===== config.mk =====
export PLATFORM = sky130hd
export DESIGN_NAME = interrupt_enable_mask_logic
export DESIGN_NICKNAME = d
export VERILOG_FILES = /design/src/hw/irq_enable_pkg.sv /design/src/hw/interrupt_enable_mask_logic.sv /design/src/hw/irq_request_gate.sv
export VERILOG_INCLUDE_DIRS = /design/src /design/src/hw
export SDC_FILE = /design/constraint.sdc
export NUM_CORES = 1
export LEC_CHECK = 0
export BUFFER_PORTS_ARGS = -buffer_cell sky130_fd_sc_hd__buf_2
export CAP_MARGIN = 20
export CORE_MARGIN = 1
export CORE_UTILIZATION = 39
export CTS_BUF_LIST = sky130_fd_sc_hd__clkbuf_4 sky130_fd_sc_hd__clkbuf_8 sky130_fd_sc_hd__clkbuf_16
export DETAILED_ROUTE_END_ITERATION = 8
export PLACE_DENSITY = 0.72
export REMOVE_ABC_BUFFERS = 1
export SLEW_MARGIN = 20
export SYNTH_ARGS = -nofsm -noshare
export SYNTH_HDL_FRONTEND = slang
export SYNTH_SLANG_ARGS = --single-unit

===== constraint.sdc =====
create_clock -name CLK_SYS_I -period 2.4 [get_ports CLK_SYS_I]
set_clock_uncertainty 0.2 [all_clocks]
set_input_delay 0 -clock CLK_SYS_I [delete_from_list [all_inputs] [get_ports CLK_SYS_I]]
set_output_delay 0 -clock CLK_SYS_I [all_outputs]
set_load 0.005 [all_outputs]

===== src/hw/irq_enable_defs.svh =====
// Register address, bit positions and reset value of the interrupt enable mask
`ifndef IRQ_ENABLE_DEFS_SVH
`define IRQ_ENABLE_DEFS_SVH
`define IEM_SFR_ADDR   8'hA8
`define IEM_RESET      8'h00
`define IEM_BIT_GLOBAL 7
`define IEM_BIT_ADC    6
`define IEM_BIT_BROWN  5
`define IEM_BIT_SER0   4
`define IEM_BIT_TMR1   3
`define IEM_BIT_EXT1   2
`define IEM_BIT_TMR0   1
`define IEM_BIT_EXT0   0
`define IEM_BIT_ADDR_BASE 8'hA8
`endif


===== src/hw/irq_enable_pkg.sv =====
// Types shared by the interrupt enable mask logic
package irq_enable_pkg;
  typedef struct packed {
    logic adc_done_flag;
    logic brownout_flag;
    logic serial_tx_flag;
    logic serial_rx_flag;
    logic timer1_overflow_flag;
    logic ext_irq1;
    logic timer0_overflow_flag;
    logic ext_irq0;
  } irq_flags_t;

  typedef struct packed {
    logic wr;
    logic rd;
    logic [7:0] addr;
    logic [7:0] wdata;
  } sfr_req_t;

  typedef struct packed {
    logic bit_wr;
    logic [7:0] bit_addr;
    logic bit_val;
  } sfr_bit_req_t;

  typedef enum {
    SRC_EXT0,
    SRC_TMR0,
    SRC_EXT1,
    SRC_TMR1,
    SRC_SER0,
    SRC_BROWN,
    SRC_ADC
  } irq_src_t;
endpackage


===== src/hw/interrupt_enable_mask_logic.sv =====
// Interrupt enable mask register and request gating toward the CPU
// What this block does
// - Global enable bit 7 clear blocks every source regardless of own enables.
// - With global enable set, each source follows its own enable bit.
// - Bit 6 gates the ADC conversion-done flag.
// - Bit 5 gates the brown-out flag.
// - Bit 4 gates serial port 0 transmit or receive as one request.
// - Bit 3 gates the timer 1 overflow flag.
// - Bit 2 gates external interrupt 1 pin.
// - Bit 1 gates the timer 0 overflow flag.
// - Bit 0 gates external interrupt 0 pin.
// - Register at A8H on all pages, bit addressable, read/write, resets zero.
// - Brown-out flag set by hardware, cleared by software, needs both enables.
`timescale 1ns/1ps
`include "irq_enable_defs.svh"
module interrupt_enable_mask_logic
  import irq_enable_pkg::*;
(
  // Clock and reset
  input  wire logic         CLK_SYS_I,
  input  wire logic         SRST_I,
  // SFR byte access (page select ignored: visible on all pages)
  input  wire sfr_req_t     SFR_REQ_I,
  input  wire sfr_bit_req_t SFR_BIT_I,
  // Source flags; external pins are asynchronous
  input  wire irq_flags_t   FLAGS_I,
  // Read data and register view
  output logic [7:0]        SFR_RDATA_O,
  output logic              SFR_HIT_O,
  output logic [7:0]        INTERRUPT_ENABLE_MASK_O,
  // Requests to the CPU sequencer, indexed by irq_src_t
  output logic [6:0]        IRQ_REQ_O
);
  logic [7:0] interrupt_enable_mask;
  logic [7:0] next_mask;
  logic [1:0] ext0_sync;
  logic [1:0] ext1_sync;
  logic [6:0] src_raw;
  logic [6:0] next_req;
  logic       byte_hit;
  logic       bit_hit;

  assign byte_hit = SFR_REQ_I.addr == `IEM_SFR_ADDR;
  // Bit addresses A8H..AFH map onto bits 0..7
  assign bit_hit  = SFR_BIT_I.bit_addr[7:3]
                    == 5'(`IEM_BIT_ADDR_BASE >> 3);

  always_comb begin
    next_mask = interrupt_enable_mask;
    if (SFR_REQ_I.wr && byte_hit) begin
      next_mask = SFR_REQ_I.wdata;
    end else if (SFR_BIT_I.bit_wr && bit_hit) begin
      next_mask[SFR_BIT_I.bit_addr[2:0]] = SFR_BIT_I.bit_val;
    end
  end

  always_ff @(posedge CLK_SYS_I) begin
    if (SRST_I) begin
      interrupt_enable_mask <= `IEM_RESET;
    end else begin
      interrupt_enable_mask <= next_mask;
    end
  end

  // Two-stage synchronisers for the external pins
  always_ff @(posedge CLK_SYS_I) begin
    if (SRST_I) begin
      ext0_sync <= 2'h0;
      ext1_sync <= 2'h0;
    end else begin
      ext0_sync <= {ext0_sync[0], FLAGS_I.ext_irq0};
      ext1_sync <= {ext1_sync[0], FLAGS_I.ext_irq1};
    end
  end

  always_comb begin
    src_raw            = 7'h00;
    src_raw[SRC_EXT0]  = ext0_sync[1];
    src_raw[SRC_TMR0]  = FLAGS_I.timer0_overflow_flag;
    src_raw[SRC_EXT1]  = ext1_sync[1];
    src_raw[SRC_TMR1]  = FLAGS_I.timer1_overflow_flag;
    src_raw[SRC_SER0]  = FLAGS_I.serial_tx_flag
                       | FLAGS_I.serial_rx_flag;
    src_raw[SRC_BROWN] = FLAGS_I.brownout_flag;
    src_raw[SRC_ADC]   = FLAGS_I.adc_done_flag;
  end

  // Enable bits 0..6 line up with source index 0..6
  irq_request_gate #(
    .NSRC (7)
  ) u_gate (
    .global_en_i (interrupt_enable_mask[`IEM_BIT_GLOBAL]),
    .src_en_i    (interrupt_enable_mask[`IEM_BIT_ADC:`IEM_BIT_EXT0]),
    .src_raw_i   (src_raw),
    .req_o       (next_req)
  );

  always_ff @(posedge CLK_SYS_I) begin
    if (SRST_I) begin
      IRQ_REQ_O <= 7'h00;
    end else begin
      IRQ_REQ_O <= next_req;
    end
  end

  always_ff @(posedge CLK_SYS_I) begin
    if (SRST_I) begin
      SFR_RDATA_O             <= 8'h00;
      SFR_HIT_O               <= 1'b0;
      INTERRUPT_ENABLE_MASK_O <= `IEM_RESET;
    end else begin
      SFR_HIT_O               <= SFR_REQ_I.rd && byte_hit;
      SFR_RDATA_O             <= (SFR_REQ_I.rd && byte_hit)
                               ? interrupt_enable_mask : 8'h00;
      INTERRUPT_ENABLE_MASK_O <= next_mask;
    end
  end
endmodule


===== src/hw/irq_request_gate.sv =====
// Per-source request gating by individual and global enables
`timescale 1ns/1ps
module irq_request_gate
  import irq_enable_pkg::*;
#(
  parameter int NSRC = 7
) (
  // Enables and raw source levels
  input  wire logic            global_en_i,
  input  wire logic [NSRC-1:0] src_en_i,
  input  wire logic [NSRC-1:0] src_raw_i,
  // Gated requests
  output logic      [NSRC-1:0] req_o
);
  genvar g;
  generate
    for (g = 0; g < NSRC; g++) begin : gen_gate
      // Flag AND own enable AND global enable
      assign req_o[g] = src_raw_i[g] & src_en_i[g] & global_en_i;
    end
  endgenerate
endmodule


==> impl_metrics.ini, run 1 <==
[floorplan]
die_w_um = 55.38
design.die.area_um2 = 3066
io_pins = 62
start_util_pct = 42.90
coreArea_um2 = 2590
die_y_um = 55.38
rows = 18

[global_route]
grtUsageMet3_pct = 2.342
use_met1_pct = 23.91
grt-busiest-layer = met2
grt_pass1_vias = 1138
grt_max_degree = 15
use_met2_pct = 36.83
grt_usage_pct = 20.20
antenna_found_initial = 0
grt_overflow = 0
grt_first_pass_wirelength_mm = 5.057

[placement]
place.gp.congestion = 0.9045
dp_cells = 189
dp_hpwl_mm = 2.011
numPortBuffers = 61

[finish]
area_growth_pct = 55.29
postLayoutCoreUtil_pct = 66.62
nNetsFinal = 230
drive_above_1_share_pct = 36.32
instances_no_fill = 220
antennaDiodeCount = 0

[logic_synthesis]
yosysWarnings = 0
avgSynthCellArea_um2 = 10.58
syn-instance-count = 105
ys_seq_elements = 28
synth.distinct_cells = 28
synth_area_um2 = 1111
yosysSeqAreaShare_pct = 50.45

[clock_tree]
numCtsBuffers = 3
cts_max_level = 1
insertion_delay_ns = 0.31
cts_root_buf = clkbuf_4
cts_buffer_depth = 2
clock_sinks = 28
cts_tree = yes
path_clk_slew_ns = 0.13

[setup_path]
crit_type = input pin to flop
worstReg2RegStart = INTERRUPT_ENABLE_MASK_O[7]
critPathArrivalTime_ns = 2.29
rr_endpoint = IRQ_REQ_O[4]
rr_worst_depth = 3
r2r_setup_slack_ns = 0.54
startpoint_type = input pin
crit_path_end_kind = flop
path_max_fanout = 10
cp.required_ns = 2.46

[sta]
tightestPinTransition_ns = 0.4824
whs_ns = 0.03412
clock.fmax_mhz = 447.8
finalSetupViolCount = 0
slew_viol_final = 0
totalNegativeSetupSlack_ns = 0
rsz0062_at_grt = false
hold_viol_final = 0
post-route-period-util_pct = 93.05
slew_headroom_pct = 67.38
timing.final.crit_period_ns = 2.233

[power]
switching_share_pct = 21.90
seqPwrFrac_pct = 63.3
combPwrFrac_pct = 12.3
clock_power_share_pct = 24.4
p_int_mw = 0.5796
powerDensity_nw_per_um2 = 430.1
p_leak_nw = 0.8079
p_sw_mw = 0.1626
peakVddDrop_mv = 0.2921

[job]
maxCapViolCount = 0

[drt]
drc_errors = 0
num_vias = 1215
drtIter0Drc = 29
detail_route.wl_per_cell_um = 14.27
drt-total-wl_mm = 3.139
first_pass_iters = 4
ant_nets = 0
via_per_inst = 5.523

[worst_hold_path]
min_to = INTERRUPT_ENABLE_MASK_O[3]
hold-path-cell-count = 4
min_from = SFR_BIT_I[9]
worstHoldPathType = input pin to flop

[outcome]
outcome = complete, no violations
## worst max-delay path by stage
| stage | start | end | slack, ns | cells past startpoint |
|---|---|---|---|---|
| 6_report | SFR_REQ_I[10] | INTERRUPT_ENABLE_MASK_O[2] | 0.17 | 5 |
| 5_1_grt | SFR_REQ_I[10] | INTERRUPT_ENABLE_MASK_O[2] | 0.12 | 5 |
| 4_1_cts | SFR_BIT_I[1] | INTERRUPT_ENABLE_MASK_O[6] | 0.17 | 6 |
| 3_5_place_dp | SFR_REQ_I[10] | INTERRUPT_ENABLE_MASK_O[5] | 0.43 | 4 |
| 3_3_place_gp | SFR_REQ_I[10] | INTERRUPT_ENABLE_MASK_O[7] | 0.49 | 4 |
| 2_1_floorplan | SFR_REQ_I[10] | INTERRUPT_ENABLE_MASK_O[7] | 0.68 | 3 |
## synthesized netlist by cell type
cell | count | share of area [%]
and3_1 | 6 | 3.4
nor4bb_1 | 1 | 0.90
nand4b_1 | 1 | 0.79
or3_1 | 1 | 0.56
nand3b_1 | 1 | 0.68
inv_2 | 1 | 0.34
or4b_1 | 1 | 0.90
nand4_1 | 2 | 1.1
buf_1 | 1 | 0.34
nand2_1 | 1 | 0.34
buf_6 | 1 | 1.0
a311oi_2 | 1 | 1.4
nor2b_1 | 7 | 3.9
nand3_1 | 6 | 2.7
buf_4 | 2 | 1.4
o31ai_1 | 6 | 4.1
nand4bb_1 | 2 | 2.0
and4b_1 | 2 | 1.8
o211a_1 | 1 | 0.90
and2_1 | 8 | 4.5
nand2b_1 | 2 | 1.1
dfxtp_1 | 28 | 50
clkbuf_1 | 4 | 1.4
o41ai_1 | 2 | 1.6
nor2_1 | 1 | 0.34
a311oi_1 | 7 | 5.5
nor4b_4 | 1 | 2.1
nor4_1 | 8 | 4.5
## final cells by class
| type | count | area (um2) |
|---|---|---|
| fillers | 194 | 864.6 |
| flip-flops and latches | 28 | 560.5 |
| clock buffers | 3 | 22.52 |
| multi-input cells | 68 | 508.0 |
| repair buffers | 90 | 593.1 |
| well taps | 30 | 37.54 |
| inverters | 1 | 3.754 |
## power by group through the flow
stage / Combinational [mW] / Sequential (mW) / Clock (mW)
final: 0.0914 / 0.469 / 0.181
after global routing: 0.0989 / 0.470 / 0.203
after CTS: 0.0876 / 0.469 / 0.183
after detailed placement: 0.0638 / 0.480 / 0
after global placement: 0.0613 / 0.479 / 0
after floorplan: 0.0195 / 0.479 / 0
## timing repair
item	4_1_cts	5_1_grt
endpoints found under the setup margin	0	1
hold buffers	28	0
hold endpoints to repair	26	0
gates resized for setup	0	1
setup buffers	0	0
## registers in the layout, summed over array words and instances, names as in the netlist
register / cells
INTERRUPT_ENABLE_MASK_O: 8
IRQ_REQ_O: 7
SFR_HIT_O: 1
SFR_RDATA_O: 8
ext0_sync: 2
ext1_sync: 2
## metal layers
metal  routed length, um  vias up
li1                    -      576
met1                1213      556
met2                1617       73
met3                 251       10
met4                  56        0
met5                   0        -
## critical path: stages
cell and delay [ns]:
buf_2 0.09, or4b_1 0.75, or3_1 0.57, a311oi_1 0.29, dlygate4sd3_1 0.59
## cells in the final DEF, fill, tap and decap left out, types with 3 or more instances in the layout
cell and count:
a311oi_1 7, and2_1 8, and3_1 6, buf_2 61, clkbuf_4 3, dfxtp_1 28
dlygate4sd3_1 28, nand3_1 6, nor2b_1 7, nor4_1 8, o31ai_1 6
## cells by family (layout without fill, tap and decap cells)
family	count (synthesis)	in the layout	synth area share (%)
compound gates	17	17	13.40
flops	28	28	50.45
buf+inv	9	94	4.390
simple gates	51	51	31.76
## metrics by stage
stage / power (mW) / worst slack [ns] / instance area (um2)
final: 0.7421 / 0.1668 / 1725
after global routing: 0.7723 / 0.1153 / 1725
after CTS: 0.7399 / 0.1725 / 1719
after detailed placement: 0.5435 / 0.4330 / 1416
after global placement: 0.5408 / 0.4896 / 1416
after floorplan: 0.4989 / 0.6826 / 1066
Note: power is estimated with default switching activity, not from simulation.
==> run 2: changes to the inputs <==
--- a/config.mk
+++ b/config.mk
@@ -8,6 +8,7 @@
 export LEC_CHECK = 0
 export BUFFER_PORTS_ARGS = -buffer_cell sky130_fd_sc_hd__buf_2
 export CAP_MARGIN = 20
+export CORE_ASPECT_RATIO = 0.9
 export CORE_MARGIN = 1
 export CORE_UTILIZATION = 39
 export CTS_BUF_LIST = sky130_fd_sc_hd__clkbuf_4 sky130_fd_sc_hd__clkbuf_8 sky130_fd_sc_hd__clkbuf_16
==> impl_metrics.ini, run 2 (synthesized netlist as in run 1, its figures left out) <==
[clock_tree]
cts_tree = yes
cts_buffer_depth = 2
numCtsBuffers = 3
insertion_delay_ns = 0.32
cts_resized = 0
postCtsSetupRepairBufs = 0
cts_root_buf = clkbuf_4
clock_sinks = 28
cts-hold-fix-buffers = 30
cts_max_level = 1
path_clk_slew_ns = 0.13

[floorplan]
io_pins = 62
coreArea_um2 = 2574
die_w_um = 58.26
start_util_pct = 43.17
die_y_um = 52.64
design.die.area_um2 = 3067
rows = 17

[power]
peakVddDrop_mv = 0.2076
powerDensity_nw_per_um2 = 424.3
p_leak_nw = 0.8270
finalPower_mw = 0.7421

[sta]
hold_viol_final = 0
slew_headroom_pct = 48.75
timing.final.crit_period_ns = 2.263
finalSetupViolCount = 0
totalNegativeSetupSlack_ns = 0
clock.fmax_mhz = 441.8
rsz0062_at_grt = false
slew_viol_final = 0
whs_ns = 0.08549
tightestPinTransition_ns = 0.7584
post-route-period-util_pct = 94.31

[setup_path]
critPathArrivalTime_ns = 2.34
r2r_setup_slack_ns = 0.60
crit_type = input pin to flop
rr_worst_depth = 3
cp.required_ns = 2.48
startpoint_type = input pin
path_max_fanout = 4
crit_path_end_kind = flop

[job]
maxCapViolCount = 0

[drt]
drt-total-wl_mm = 2.889
drc_errors = 0
drtIter0Drc = 30
via_per_inst = 5.004
num_vias = 1151
detail_route.wl_per_cell_um = 12.56
first_pass_iters = 4
ant_nets = 0

[finish]
final_cell_mix = buf_2, dlygate4sd3_1, dfxtp_1
postLayoutCoreUtil_pct = 67.96
area_growth_pct = 57.43
nNetsFinal = 232
antennaDiodeCount = 0
final_common_cell = buf_2
top_regs = INTERRUPT_ENABLE_MASK_O: 8 flops, SFR_RDATA_O: 8 flops, IRQ_REQ_O: 7 flops
drive_above_1_share_pct = 35.42

[global_route]
grt_overflow = 0
grt_max_degree = 15
grt_usage_pct = 20.50
grt_pass1_vias = 1080
antenna_found_initial = 0
grt_first_pass_wirelength_mm = 4.802

[placement]
dp_hpwl_mm = 1.914
place.gp.congestion = 0.8874
numPortBuffers = 61

[outcome]
outcome = complete, no violations

[worst_hold_path]
hold-path-cell-count = 5
worstHoldPathType = input pin to flop
run 2: routing by layer:
layer,wire length [um],vias to the layer above,track usage (%)
met5,0,-,0
met4,44,0,8.333
met3,162,4,2.469
met2,1425,54,37.36
met1,1258,513,24.36
li1,-,580,-
run 2: area by class of cell:
| class | instances | area [um2] |
|---|---|---|
| Fill cell | 225 | 824.5 |
| Timing Repair Buffer | 92 | 613.1 |
| Sequential cell | 28 | 560.5 |
| Multi-Input combinational cell | 68 | 501.7 |
| Tap cell | 38 | 47.55 |
| Clock buffer | 3 | 22.52 |
| Inverter | 1 | 3.754 |
run 2: where the power goes:
group          total [mW]  switching [mW]  internal, mW
Sequential          0.469         0.00111         0.468
Clock               0.184           0.125        0.0590
Combinational      0.0890          0.0368        0.0522
Total               0.742           0.163         0.579
run 2: metrics by stage:
step                instances  setup slack [ns]  instance area [um2]
floorplan                  97            0.6826                 1066
global placement          197            0.4892                 1426
detailed placement        197            0.4422                 1426
CTS                       230            0.1186                 1749
global route              230           0.04480                 1749
finish                    230            0.1366                 1749
run 2: worst paths after layout:
| path | from | endpoint |
|---|---|---|
| hold reg to reg | ext1_sync[0] | ext1_sync[1] |
| setup / recovery | SFR_BIT_I[1] | INTERRUPT_ENABLE_MASK_O[6] |
| setup reg to reg | INTERRUPT_ENABLE_MASK_O[7] | IRQ_REQ_O[4] |
| hold / removal | SFR_REQ_I[12] | SFR_RDATA_O[1] |
run 2: critical path, stage by stage:
cell and delay (ns):
buf_2 0.11, nor4bb_1 0.67, nand4_1 0.15, dlygate4sd3_1 0.58, a311oi_1 0.25, dlygate4sd3_1 0.57
